[config.mk]
export PLATFORM = sky130hd
export DESIGN_NAME = cg_clock_ctl
export DESIGN_NICKNAME = d
export VERILOG_FILES = /design/src/verilog/cg_pkg.sv /design/src/verilog/cg_clock_ctl.sv /design/src/verilog/cg_phi_gen.sv /design/src/verilog/cg_wake_cnt.sv
export SDC_FILE = /design/constraint.sdc
export NUM_CORES = 1
export LEC_CHECK = 0
export BUFFER_PORTS_ARGS = -buffer_cell sky130_fd_sc_hd__clkbuf_2
export CORE_ASPECT_RATIO = 2
export CORE_UTILIZATION = 47
export DETAILED_ROUTE_END_ITERATION = 8
export GPL_TIMING_DRIVEN = 0
export PLACE_DENSITY = 0.72
export SETUP_SLACK_MARGIN = 0.02
export SKIP_CTS_REPAIR_TIMING = 1
export SYNTH_ARGS = -nofsm -noshare
export SYNTH_HDL_FRONTEND = slang
export SYNTH_SLANG_ARGS = --single-unit
[constraint.sdc]
create_clock -name pclk -period 3.47 [get_ports pclk]
set_input_delay 0.8675 -clock pclk [delete_from_list [all_inputs] [get_ports pclk]]
set_output_delay 0.8675 -clock pclk [all_outputs]
set_load 0.02 [all_outputs]
[src/verilog/cg_pkg.sv]
// Constants, register indices and state encodings of the clock generation block.
package cg_pkg;

  // Register indices; the APB byte address is four times the index.
  localparam logic [7:0] IDX_STOP_CTL = 8'h10;
  localparam logic [7:0] IDX_PRE = 8'h20;
  localparam logic [7:0] IDX_TMR = 8'h21;
  localparam logic [7:0] IDX_CPU_MODE = 8'h3b;

  // Reset values.
  localparam logic [7:0] CPU_MODE_RST = 8'h48;
  localparam logic [7:0] STOP_CTL_RST = 8'h00;
  localparam logic [7:0] PRE_RST = 8'hff;
  localparam logic [7:0] TMR_RST = 8'h01;

  // Values forced into the wake counters by a stop instruction.
  localparam logic [7:0] PRE_STOP_LOAD = 8'hff;
  localparam logic [7:0] TMR_STOP_LOAD = 8'h01;

  // Field positions.
  localparam int BIT_STAB_KEEP = 0;
  localparam int BIT_SUB_EN = 4;
  localparam int BIT_MAIN_STOP = 5;
  localparam int MODE_MSB = 7;
  localparam int MODE_LSB = 6;

  // Clock speed modes held in the top two bits of the CPU mode register.
  localparam logic [1:0] MODE_HIGH = 2'h0;
  localparam logic [1:0] MODE_MIDDLE = 2'h1;
  localparam logic [1:0] MODE_LOW = 2'h2;

  // Last count of a half period, in source ticks (middle: 4 ticks per half of divide by 8).
  localparam logic [2:0] HALF_LAST_MIDDLE = 3'h3;
  localparam logic [2:0] HALF_LAST_FAST = 3'h0;

  // Last count of the divide-by-16 wake count source.
  localparam logic [3:0] WAKE_DIV_LAST = 4'hf;

  // Oscillation control states.
  typedef enum logic [1:0] {
    ST_RUN = 2'b00,
    ST_STOP = 2'b01,
    ST_WAKE = 2'b10,
    ST_WAIT = 2'b11
  } cg_state_t;

endpackage : cg_pkg

[src/verilog/cg_clock_ctl.sv]
// Clock generation, speed modes and stop/wait oscillation control with an APB register file.
//
// Functional notes
// - Only main oscillator runs until sub enabled.
// - Middle-speed: main divided by eight, reset default.
// - High-speed: main divided by two.
// - Low-speed: sub divided by two.
// - Main-stop bit halts main in low-speed.
// - Stop freezes clock high, halts both oscillators.
// - Stop loads prescaler FF, timer 01.
// - Keep bit set: stop leaves counters untouched.
// - Prescaler counts stop-time source, clocks timer.
// - External interrupt wakes; clock held until underflow.
// - Wait freezes clock, oscillators keep running.
// - Wait release resumes at once.
// - Wake counters count main divided by sixteen.
// - Latch value n divides by n plus one.
// - Reset values: mode 48, prescaler FF, timer 01.
//
// Added by the designer: the register addresses and the APB register port.
`timescale 1ns/1ps
module cg_clock_ctl (
  input wire logic pclk, // APB and system clock, 250 MHz.
  input wire logic presetn, // Asynchronous reset, active low.
  input wire logic psel, // APB select.
  input wire logic penable, // APB enable.
  input wire logic pwrite, // APB direction, high for write.
  input wire logic [11:0] paddr, // APB byte address.
  input wire logic [31:0] pwdata, // APB write data.
  output logic [31:0] prdata, // APB read data.
  output logic pready, // APB ready.
  output logic pslverr, // APB error for unmapped addresses.
  input wire logic main_osc_tick, // One pulse per main oscillator period.
  input wire logic sub_osc_tick, // One pulse per sub oscillator period.
  input wire logic stop_instruction, // CPU executes the stop instruction.
  input wire logic wait_instruction, // CPU executes the wait instruction.
  input wire logic ext_irq, // External interrupt that may end stop.
  input wire logic irq_accepted, // Any accepted interrupt, ends wait.
  output logic phi, // Internal system clock level.
  output logic cpu_held, // High while the CPU clock is withheld.
  output logic main_osc_en, // Main oscillator enable.
  output logic sub_osc_en, // Sub oscillator enable.
  output logic sub_osc_port_mode // Sub oscillator pins act as general ports.
);

  ////////////////////////////////////////////////////////////////////////////////
  // Register file over APB.

  logic [7:0] cpu_mode_register;
  logic [7:0] stop_ctl;
  logic [7:0] next_cpu_mode_register;
  logic [7:0] next_stop_ctl;
  logic [31:0] next_prdata;
  logic [7:0] idx;
  logic in_range;
  logic hit_mode;
  logic hit_stop;
  logic hit_pre;
  logic hit_tmr;
  logic mapped;
  logic wr_acc;
  logic [7:0] wake_prescaler;
  logic [7:0] wake_timer;
  logic [1:0] speed_mode;

  // Decode the word index; higher and unaligned bits must be zero.
  always_comb begin
    idx = paddr[9:2];
    in_range = (paddr[11:10] == 2'h0) && (paddr[1:0] == 2'h0);
    hit_mode = in_range && (idx == cg_pkg::IDX_CPU_MODE);
    hit_stop = in_range && (idx == cg_pkg::IDX_STOP_CTL);
    hit_pre = in_range && (idx == cg_pkg::IDX_PRE);
    hit_tmr = in_range && (idx == cg_pkg::IDX_TMR);
    mapped = hit_mode || hit_stop || hit_pre || hit_tmr;
    wr_acc = psel && penable && pwrite && mapped;
    pready = 1'b1;
    pslverr = psel && penable && !mapped;
  end

  // Next register values; read data is captured in the setup cycle.
  always_comb begin
    next_cpu_mode_register = cpu_mode_register;
    next_stop_ctl = stop_ctl;
    next_prdata = prdata;
    if (wr_acc && hit_mode) begin
      next_cpu_mode_register = pwdata[7:0];
    end
    if (wr_acc && hit_stop) begin
      next_stop_ctl = pwdata[7:0];
    end
    if (psel && !penable) begin
      next_prdata = 32'h0000_0000;
      if (hit_mode) begin
        next_prdata = {24'h00_0000, cpu_mode_register};
      end else if (hit_stop) begin
        next_prdata = {24'h00_0000, stop_ctl};
      end else if (hit_pre) begin
        next_prdata = {24'h00_0000, wake_prescaler};
      end else if (hit_tmr) begin
        next_prdata = {24'h00_0000, wake_timer};
      end
    end
  end

  // Register the software-visible state.
  always_ff @(posedge pclk or negedge presetn) begin
    if (!presetn) begin
      cpu_mode_register <= cg_pkg::CPU_MODE_RST;
      stop_ctl <= cg_pkg::STOP_CTL_RST;
      prdata <= 32'h0000_0000;
    end else begin
      cpu_mode_register <= next_cpu_mode_register;
      stop_ctl <= next_stop_ctl;
      prdata <= next_prdata;
    end
  end

  ////////////////////////////////////////////////////////////////////////////////
  // Stop and wait sequencing.

  cg_pkg::cg_state_t state;
  cg_pkg::cg_state_t next_state;
  logic [3:0] div_cnt;
  logic [3:0] next_div_cnt;
  logic wake_tick;
  logic preset;
  logic underflow;
  logic main_stop_req;
  logic phi_freeze;

  // Stop and wait are honoured only while running; stray wake events elsewhere are ignored.
  always_comb begin
    next_state = state;
    case (state)
      cg_pkg::ST_RUN: begin
        if (stop_instruction) begin
          next_state = cg_pkg::ST_STOP;
        end else if (wait_instruction) begin
          next_state = cg_pkg::ST_WAIT;
        end
      end
      cg_pkg::ST_STOP: begin
        if (ext_irq) begin
          next_state = cg_pkg::ST_WAKE;
        end
      end
      cg_pkg::ST_WAKE: begin
        if (underflow) begin
          next_state = cg_pkg::ST_RUN;
        end
      end
      cg_pkg::ST_WAIT: begin
        if (irq_accepted) begin
          next_state = cg_pkg::ST_RUN;
        end
      end
      default: begin
        next_state = cg_pkg::ST_RUN;
      end
    endcase
  end

  // Divide the main oscillator by sixteen while waking, as the wake count source.
  always_comb begin
    next_div_cnt = 4'h0;
    wake_tick = 1'b0;
    if (state == cg_pkg::ST_WAKE) begin
      next_div_cnt = div_cnt;
      if (main_osc_tick) begin
        next_div_cnt = div_cnt + 4'h1;
        wake_tick = (div_cnt == cg_pkg::WAKE_DIV_LAST);
      end
    end
  end

  // Register the sequencer.
  always_ff @(posedge pclk or negedge presetn) begin
    if (!presetn) begin
      state <= cg_pkg::ST_RUN;
      div_cnt <= 4'h0;
    end else begin
      state <= next_state;
      div_cnt <= next_div_cnt;
    end
  end

  // Stop-entry preset unless software chose to supply its own delay.
  assign preset = (state == cg_pkg::ST_RUN) && stop_instruction
                  && !stop_ctl[cg_pkg::BIT_STAB_KEEP];

  cg_wake_cnt u_wake (
    .clk(pclk),
    .rst_n(presetn),
    .wr_pre(wr_acc && hit_pre),
    .wr_tmr(wr_acc && hit_tmr),
    .wdata(pwdata[7:0]),
    .preset(preset),
    .cnt_tick(wake_tick),
    .pre(wake_prescaler),
    .tmr(wake_timer),
    .underflow(underflow)
  );

  ////////////////////////////////////////////////////////////////////////////////
  // Oscillator enables and internal clock.

  assign speed_mode = cpu_mode_register[cg_pkg::MODE_MSB:cg_pkg::MODE_LSB];
  assign main_stop_req = cpu_mode_register[cg_pkg::BIT_MAIN_STOP]
                         && (speed_mode == cg_pkg::MODE_LOW);

  // Both oscillators halt in stop; the main one also on request in low-speed mode.
  always_comb begin
    main_osc_en = (state != cg_pkg::ST_STOP) && !main_stop_req;
    sub_osc_en = (state != cg_pkg::ST_STOP)
                 && cpu_mode_register[cg_pkg::BIT_SUB_EN];
    sub_osc_port_mode = !cpu_mode_register[cg_pkg::BIT_SUB_EN];
    cpu_held = (state != cg_pkg::ST_RUN);
    // Freezing on the instruction itself makes phi high in the first held cycle.
    phi_freeze = cpu_held
                 || ((state == cg_pkg::ST_RUN) && (stop_instruction || wait_instruction));
  end

  cg_phi_gen u_phi (
    .clk(pclk),
    .rst_n(presetn),
    .main_tick(main_osc_tick),
    .sub_tick(sub_osc_tick),
    .mode(speed_mode),
    .freeze(phi_freeze),
    .phi(phi)
  );

  ////////////////////////////////////////////////////////////////////////////////
  // Assertions.

  property p_stop_frozen;
    @(posedge pclk) disable iff (!presetn)
    (state == cg_pkg::ST_STOP) |-> (phi && !main_osc_en && !sub_osc_en);
  endproperty
  a_stop_frozen: assert property (p_stop_frozen) else $error("stop not frozen");

  property p_stop_load;
    @(posedge pclk) disable iff (!presetn)
    ((state == cg_pkg::ST_RUN) && stop_instruction && !stop_ctl[0])
      |=> (wake_prescaler == 8'hff) && (wake_timer == 8'h01);
  endproperty
  a_stop_load: assert property (p_stop_load) else $error("stop preset missing");

  property p_stop_keep;
    @(posedge pclk) disable iff (!presetn)
    ((state == cg_pkg::ST_RUN) && stop_instruction && stop_ctl[0] && !wr_acc)
      |=> $stable(wake_prescaler) && $stable(wake_timer);
  endproperty
  a_stop_keep: assert property (p_stop_keep) else $error("counters changed on stop");

  property p_wake_start;
    @(posedge pclk) disable iff (!presetn)
    ((state == cg_pkg::ST_STOP) && ext_irq) |=> (state == cg_pkg::ST_WAKE) && phi;
  endproperty
  a_wake_start: assert property (p_wake_start) else $error("no wake on interrupt");

  property p_wake_held;
    @(posedge pclk) disable iff (!presetn)
    (state == cg_pkg::ST_WAKE) && !underflow |=> (state == cg_pkg::ST_WAKE) && phi;
  endproperty
  a_wake_held: assert property (p_wake_held) else $error("clock released early");

  property p_wake_end;
    @(posedge pclk) disable iff (!presetn)
    ((state == cg_pkg::ST_WAKE) && underflow) |=> (state == cg_pkg::ST_RUN);
  endproperty
  a_wake_end: assert property (p_wake_end) else $error("no release on underflow");

  property p_wake_div;
    @(posedge pclk) disable iff (!presetn)
    wake_tick |-> (state == cg_pkg::ST_WAKE) && main_osc_tick && (div_cnt == 4'hf);
  endproperty
  a_wake_div: assert property (p_wake_div) else $error("wake source not main/16");

  property p_wait_hold;
    @(posedge pclk) disable iff (!presetn)
    (state == cg_pkg::ST_WAIT) |-> phi && (main_osc_en || main_stop_req);
  endproperty
  a_wait_hold: assert property (p_wait_hold) else $error("wait state wrong");

  property p_wait_release;
    @(posedge pclk) disable iff (!presetn)
    ((state == cg_pkg::ST_WAIT) && irq_accepted) |=> (state == cg_pkg::ST_RUN);
  endproperty
  a_wait_release: assert property (p_wait_release) else $error("wait not released");

  property p_main_stop;
    @(posedge pclk) disable iff (!presetn)
    (cpu_mode_register[5] && (speed_mode == 2'h2)) |-> !main_osc_en;
  endproperty
  a_main_stop: assert property (p_main_stop) else $error("main clock not halted");

endmodule : cg_clock_ctl

[src/verilog/cg_phi_gen.sv]
// Internal system clock divider with whole-half-period source switching.
`timescale 1ns/1ps
module cg_phi_gen (
  input wire logic clk, // System clock.
  input wire logic rst_n, // Asynchronous reset, active low.
  input wire logic main_tick, // One pulse per main oscillator period.
  input wire logic sub_tick, // One pulse per sub oscillator period.
  input wire logic [1:0] mode, // Requested speed mode.
  input wire logic freeze, // Hold the internal clock high.
  output logic phi // Internal system clock level.
);

  logic [2:0] cnt;
  logic [1:0] act_mode;
  logic next_phi;
  logic [2:0] next_cnt;
  logic [1:0] next_act_mode;
  logic src;
  logic [2:0] half_last;

  // Outside freeze, a new mode is only taken when a high half starts; freeze takes it at once and can cut a low half short.
  always_comb begin
    next_phi = phi;
    next_cnt = cnt;
    next_act_mode = act_mode;
    src = (act_mode == cg_pkg::MODE_LOW) ? sub_tick : main_tick;
    half_last = (act_mode == cg_pkg::MODE_MIDDLE) ? cg_pkg::HALF_LAST_MIDDLE
                                                  : cg_pkg::HALF_LAST_FAST;
    if (freeze) begin
      next_phi = 1'b1;
      next_cnt = 3'h0;
      next_act_mode = mode;
    end else if (src) begin
      if (cnt == half_last) begin
        next_cnt = 3'h0;
        next_phi = ~phi;
        if (!phi) begin
          next_act_mode = mode;
        end
      end else begin
        next_cnt = cnt + 3'h1;
      end
    end
  end

  // Register the divider state.
  always_ff @(posedge clk or negedge rst_n) begin
    if (!rst_n) begin
      phi <= 1'b1;
      cnt <= 3'h0;
      act_mode <= cg_pkg::MODE_MIDDLE;
    end else begin
      phi <= next_phi;
      cnt <= next_cnt;
      act_mode <= next_act_mode;
    end
  end

endmodule : cg_phi_gen

[src/verilog/cg_wake_cnt.sv]
// Wake prescaler and wake timer with reload latches.
`timescale 1ns/1ps
module cg_wake_cnt (
  input wire logic clk, // System clock.
  input wire logic rst_n, // Asynchronous reset, active low.
  input wire logic wr_pre, // Software write to the prescaler.
  input wire logic wr_tmr, // Software write to the timer.
  input wire logic [7:0] wdata, // Write data.
  input wire logic preset, // Force the stop-entry values.
  input wire logic cnt_tick, // Count source pulse.
  output logic [7:0] pre, // Prescaler count.
  output logic [7:0] tmr, // Timer count.
  output logic underflow // Timer underflow pulse.
);

  logic [7:0] pre_latch;
  logic [7:0] tmr_latch;
  logic [7:0] next_pre;
  logic [7:0] next_tmr;
  logic [7:0] next_pre_latch;
  logic [7:0] next_tmr_latch;
  logic pre_out;

  // Each stage divides by its latch value plus one; the prescaler output clocks the timer.
  always_comb begin
    next_pre = pre;
    next_tmr = tmr;
    next_pre_latch = pre_latch;
    next_tmr_latch = tmr_latch;
    pre_out = 1'b0;
    underflow = 1'b0;
    if (preset) begin
      next_pre = cg_pkg::PRE_STOP_LOAD;
      next_tmr = cg_pkg::TMR_STOP_LOAD;
      next_pre_latch = cg_pkg::PRE_STOP_LOAD;
      next_tmr_latch = cg_pkg::TMR_STOP_LOAD;
    end else if (cnt_tick) begin
      if (pre == 8'h00) begin
        next_pre = pre_latch;
        pre_out = 1'b1;
      end else begin
        next_pre = pre - 8'h01;
      end
      if (pre_out) begin
        if (tmr == 8'h00) begin
          next_tmr = tmr_latch;
          underflow = 1'b1;
        end else begin
          next_tmr = tmr - 8'h01;
        end
      end
    end
    if (wr_pre) begin
      next_pre = wdata;
      next_pre_latch = wdata;
    end
    if (wr_tmr) begin
      next_tmr = wdata;
      next_tmr_latch = wdata;
    end
  end

  // Register counters and latches.
  always_ff @(posedge clk or negedge rst_n) begin
    if (!rst_n) begin
      pre <= cg_pkg::PRE_RST;
      tmr <= cg_pkg::TMR_RST;
      pre_latch <= cg_pkg::PRE_RST;
      tmr_latch <= cg_pkg::TMR_RST;
    end else begin
      pre <= next_pre;
      tmr <= next_tmr;
      pre_latch <= next_pre_latch;
      tmr_latch <= next_tmr_latch;
    end
  end

endmodule : cg_wake_cnt
# --- Word level (Yosys, flattened, before mapping) ---
# Index checks and enable logic that the tools add are counted.
word_totals:
  reg_bits: 92
  latchBits: 0
  ramBits: 0
  mem_bits_ro: 0
  in_bits: 55
  output_inout_bits: 39
  memories: 0
op_classes:
  addsub: 4
  n_mul: 0
  div: 0
  n_lt_le_gt_ge: 0
  eq_ne: 19
  shifts: 0
  n_mux: 46
  n_bitwise: 1
  n_reduce_logical: 47
op_table:
  columns: ["operator", "n"]
  rows:
  - ["two-way mux 8 bit", 17]
  - ["equality test 8 x 6 -> 1 bit (second input constant)", 3]
  - ["logical AND 1 bit", 20]
  - ["two-way mux 2 bit", 10]
  - ["zero test 8 bit", 2]
  - ["subtractor 8 x 1 -> 8 bit (second input constant)", 2]
  - ["two-way mux 1 bit", 13]
  - ["nonzero test 2 bit", 5]
  - ["two-way mux 3 bit", 3]
  - ["nonzero test 3 bit", 3]
  - ["equality test 2 bit (second input constant)", 4]
  - ["equality test 8 x 5 -> 1 bit (second input constant)", 1]
  - ["two-way mux 4 bit", 2]
  - ["!= test 2 bit (second input constant)", 4]
  - ["case mux 2 bit (4 select lines)", 1]
  - ["zero test 2 bit", 3]
  - ["zero test 1 bit", 5]
  - ["logical OR 1 bit", 5]
  - ["adder 4 x 1 -> 4 bit (second input constant)", 1]
  - ["equality test 2 x 1 -> 1 bit (second input constant)", 2]
  - ["equality test 4 bit (second input constant)", 1]
  - ["!= test 2 x 1 -> 1 bit (second input constant)", 2]
  - ["AND reduction 2 bit", 2]
  - ["AND reduction 4 bit", 1]
  - ["other kinds (5)", 5]

# --- Longest topological paths before layout ---
logic_depth:
  ltp_word: 10
  mapped_depth: 9
  mapped_depth_nobuf: 7

# --- By module ---
# Synthesis repeated with hierarchy kept, for this count alone.
unflattened:
  hier_cells: 421
  hier_area_um2: 4157.7
by_module_without_submodules:
  columns: ["mod", "instances", "cells_per_inst", "area_each_um2"]
  rows:
  - ["cg_clock_ctl", 1, 191, 1966.9]
  - ["cg_wake_cnt", 1, 200, 1843.0]
  - ["cg_phi_gen", 1, 30, 347.8]

# --- Worst setup path after synthesis ---
# Ideal clock, no wire load.
synth_timing:
  path_kind: "input to output"
  start: "in paddr[2]"
  end: "out pslverr"
  t_arrival_ps: 2166
  required_time_ps: 2602
  path_slack_ps: 437
  stages: 6
  path_buffers: 1
  path_cell_list: "buf_2 > nand4b_1 > nor2_1 > inv_1 > and3_1 > o311a_1"
synth_between:
  elab_chain_cells: 7
synth_rtl:
  columns: ["item", "line", "text"]
  rows:
  - ["start, declared", "cg_clock_ctl.sv:28", "input wire logic [11:0] paddr,"]
  - ["equality test 8 x 6 -> 1 bit or equality test 8 x 5 -> 1 bit (tied branches)", "cg_clock_ctl.sv:70, cg_clock_ctl.sv:71", null]
  - ["logical AND 1 bit (on tied branches)", "cg_clock_ctl.sv:70, cg_clock_ctl.sv:71", null]
  - ["logical OR 1 bit (2 in a row)", "cg_clock_ctl.sv:74", "mapped = hit_mode || hit_stop || hit_pre || hit_tmr;"]
  - ["logical OR 1 bit *", "cg_clock_ctl.sv:74", null]
  - ["zero test 1 bit *", "cg_clock_ctl.sv:77", "pslverr = psel && penable && !mapped;"]
  - ["logical AND 1 bit *", "cg_clock_ctl.sv:77", null]
  - ["end, declared", "cg_clock_ctl.sv:32", "output logic pslverr,"]
# Mark *: on every way between the ends. The rest lies on a longest branch, timed or not.

# --- Worst setup path after layout ---
layout_timing:
  start: "in paddr[5]"
  end: "out pslverr"
# Same word-level chain as after synthesis.

==> impl_metrics.py <==
metrics = {
    "critical_path": {
        "path_buf_inv": 4,
        "critPathTopFamily": "buffers and inverters",
        "cpPeakStageDelay_ns": 0.33,
        "cp.required_ns": 2.60,
        "worstPathMaxFanout": 9,
        "path_class": "input pin to primary output",
        "crit_arrival_ns": 2.44,
        "crit_chain": "clkbuf_2 > nor3_1 > and3_1 > clkbuf_1 > inv_1 > and3_1 > o311a_1 > clkbuf_2",
        "crit_cells": 8,
        "r2r-start": "state[1]$_DFFE_PN0P_",
        "critPathLaunchType": "input pin",
        "reg2reg_depth": 6,
        "reg2reg_to": "u_wake.tmr_latch[2]$_DFFE_PN0P_",
        "regToRegSetupSlack_ns": 0.61,
        "cp-end-kind": "primary output",
        "critPathSlowestCell": "clkbuf_1",
    },
    "clock_tree": {
        "htreeDepth": 3,
        "clk_latency_ns": 0.33,
        "numCtsBuffers": 9,
        "cts_tree": "done",
        "path_clk_slew_ns": 0.05,
        "cts_buffer_depth": 2,
        "cts_root_buffer": "clkbuf_16",
        "clkSinkCount": 68,
    },
    "place": {
        "place_area_mm2": 0.00430,
        "portBuffers": 43,
        "dpl.hpwl_mm": 7.11,
        "place.gp.congestion": 0.966,
    },
    "layout": {
        "area_growth_pct": 19.2,
        "drive_above_1_share_pct": 28.5,
        "final_nets": 536,
        "antenna_cells": 0,
        "n_fill_cell": 734,
        "final_area_mm2": 0.00459,
        "layout_common_cells": "46 x dfrtp_1, 42 x clkbuf_2, 34 x nand2_1",
        "postLayoutCoreUtil_pct": 57.8,
        "final_common_cell": "dfrtp_1",
    },
    "route": {
        "wl_per_cell_um": 16.5,
        "first_iter_violations": 163,
        "ant_nets": 0,
        "top_layer": "met4",
        "dr_total_vias": 3213,
        "routed-wl-met3_um": 478,
        "dr.pass1.iters": 4,
        "drt_wl_total_mm": 9.53,
        "via_per_inst": 5.58,
        "drt-met1-wl_mm": 3.45,
        "drc_errors": 0,
        "met2_length_mm": 5.37,
    },
    "yosys": {
        "synth-edff-count": 0,
        "synthFlopType": "dfrtp_1",
        "syn_inst": 397,
        "syn_area_per_cell_um2": 9.69,
        "synthArstFlopShare_pct": 100,
        "synth-seq-cells": 68,
        "synth_top_area_share_pct": 29.9,
        "synth.yosys.warnings": 0,
        "synthTopCellsByArea": "dfrtp_1 30%, dfstp_2 15%, mux2_2 5.6%, mux2i_1 4.9%, buf_4 4.9%",
        "synth_cell_types": 48,
        "synth_area_mm2": 0.00385,
        "synth_seq_area_share_pct": 44.9,
        "yosys.area.top_type": "dfrtp_1",
    },
    "global_route": {
        "grt_pass1_vias": 3146,
        "grt-ovfl-total": 0,
        "grt_use_total_pct": 23.8,
        "grt_pass1_wl_mm": 15.0,
        "grt_max_degree": 69,
        "antenna_found_initial": 0,
    },
    "timing": {
        "worst_hold_slack_ns": 0.465,
        "period_share_pct": 95.2,
        "finalSetupTns_ns": 0,
        "slew-limit-headroom_pct": 25.3,
        "max_slew.worst_pin.slew_ns": 1.12,
        "final_hold_viol_count": 0,
        "slew_violations": 0,
        "layout_min_cycle_time_ns": 3.30,
        "max_freq_mhz": 303,
        "rsz0062_at_grt": "false",
        "setup_viol": 0,
        "finClkSkew_ns": 0.00642,
    },
    "power_and_ir_drop": {
        "vdd_drop_max_mv": 0.293,
        "leakagePower_nw": 2.14,
        "power.density_mw_per_mm2": 431,
        "power_w": 0.00198,
    },
    "floorplan": {
        "die_h_um": 130,
        "die-area_mm2": 0.00858,
        "core_mm2": 0.00794,
        "die_w_um": 66.0,
        "start_util_pct": 48.5,
        "pin_count": 94,
        "rows": 46,
    },
    "hold_path": {
        "hold_depth": 2,
        "worstHoldEndpoint": "u_wake.tmr_latch[0]$_DFFE_PN1P_",
        "worst_hold_path_type": "register to register",
        "hp-start": "u_wake.tmr_latch[0]$_DFFE_PN1P_",
    },
    "run_status": {
        "status": "complete, no violations",
    },
    "job": {
        "maxCapViolCount": 0,
    },
}
[registers in the layout (all words and copies together), names as in the netlist]
signal	flops
prdata	8
u_wake.tmr_latch	8
u_wake.tmr	8
u_wake.pre_latch	8
u_wake.pre	8
u_phi.phi	1
cpu_mode_register	8
state	2
u_phi.cnt	3
u_phi.act_mode	2
stop_ctl	8
div_cnt	4
[worst max path at each step]
stage          startpoint      end  slack, ns
2_1_floorplan    paddr[2]  pslverr       0.44
3_3_place_gp     paddr[2]  pslverr      -0.02
3_5_place_dp     paddr[2]  pslverr      -0.02
4_1_cts          paddr[2]  pslverr      -0.03
5_1_grt          paddr[5]  pslverr       0.06
6_report         paddr[5]  pslverr       0.17
[worst min-delay path, cell delays in order, from the launching register on]
cell	delay, ns
dfstp_2	0.36
inv_1	0.04
a21oi_1	0.05
[cell families (layout without fill, tap and decap cells)]
logic type / after synthesis / count (layout) / synth area share (%)
compound gates: 84 / 84 / 14.9
fa+ha+maj: 6 / 6 / 1.95
other cells: 2 / 25 / 0.195
xor+xnor: 10 / 10 / 2.28
simple gates: 131 / 131 / 16.9
buf+inv: 58 / 118 / 8.42
flops: 68 / 68 / 44.9
mux: 38 / 38 / 10.5
[power breakdown]
part           leakage [nW]  internal, W  total (W)  switching, W
clock network         0.127     0.000499   0.000843      0.000343
logic                  1.14     0.000102   0.000290      0.000188
registers             0.869     0.000817   0.000845     0.0000281
total                  2.14      0.00142    0.00198      0.000560
[layout make-up]
type	instances	area (um^2)	share of cell area, %
well taps	96	120	2.62
plain buffers	47	283	6.16
inverters	11	41.3	0.900
clock buffers	10	239	5.21
repair buffers	44	245	5.35
multi-input cells	294	1890	41.2
clock inverters	6	40.0	0.873
flip-flops and latches	68	1730	37.7
[per-stage QoR]
step / setup slack [ns] / instances
finish: 0.165 / 576
global route: 0.0576 / 576
CTS: -0.0281 / 576
detailed placement: -0.0206 / 560
global placement: -0.0207 / 559
floorplan: 0.437 / 420
[Yosys cell counts (all sizes together) (4+ instances only)]
cell,instances
a211o,4
a21oi,9
a221oi,8
a22o,14
buf,31
clkbuf,16
dfrtp,46
dfstp,22
ha,6
inv,11
mux2,19
mux2i,19
nand2,34
nand2b,4
nand3,6
nor2,32
nor2b,4
nor3,18
nor3b,4
nor4,6
o21ai,30
o31ai,7
or3,6
or4,5
xor2,7
[metal layers]
| metal | vias to the layer above | GRT usage (%) |
|---|---|---|
| met5 | - | 0 |
| met4 | 0 | 14.8 |
| met3 | 12 | 4.11 |
| met2 | 115 | 43.2 |
| met1 | 1555 | 24.4 |
| li1 | 1531 | - |
(Power assumes the default switching activity.)
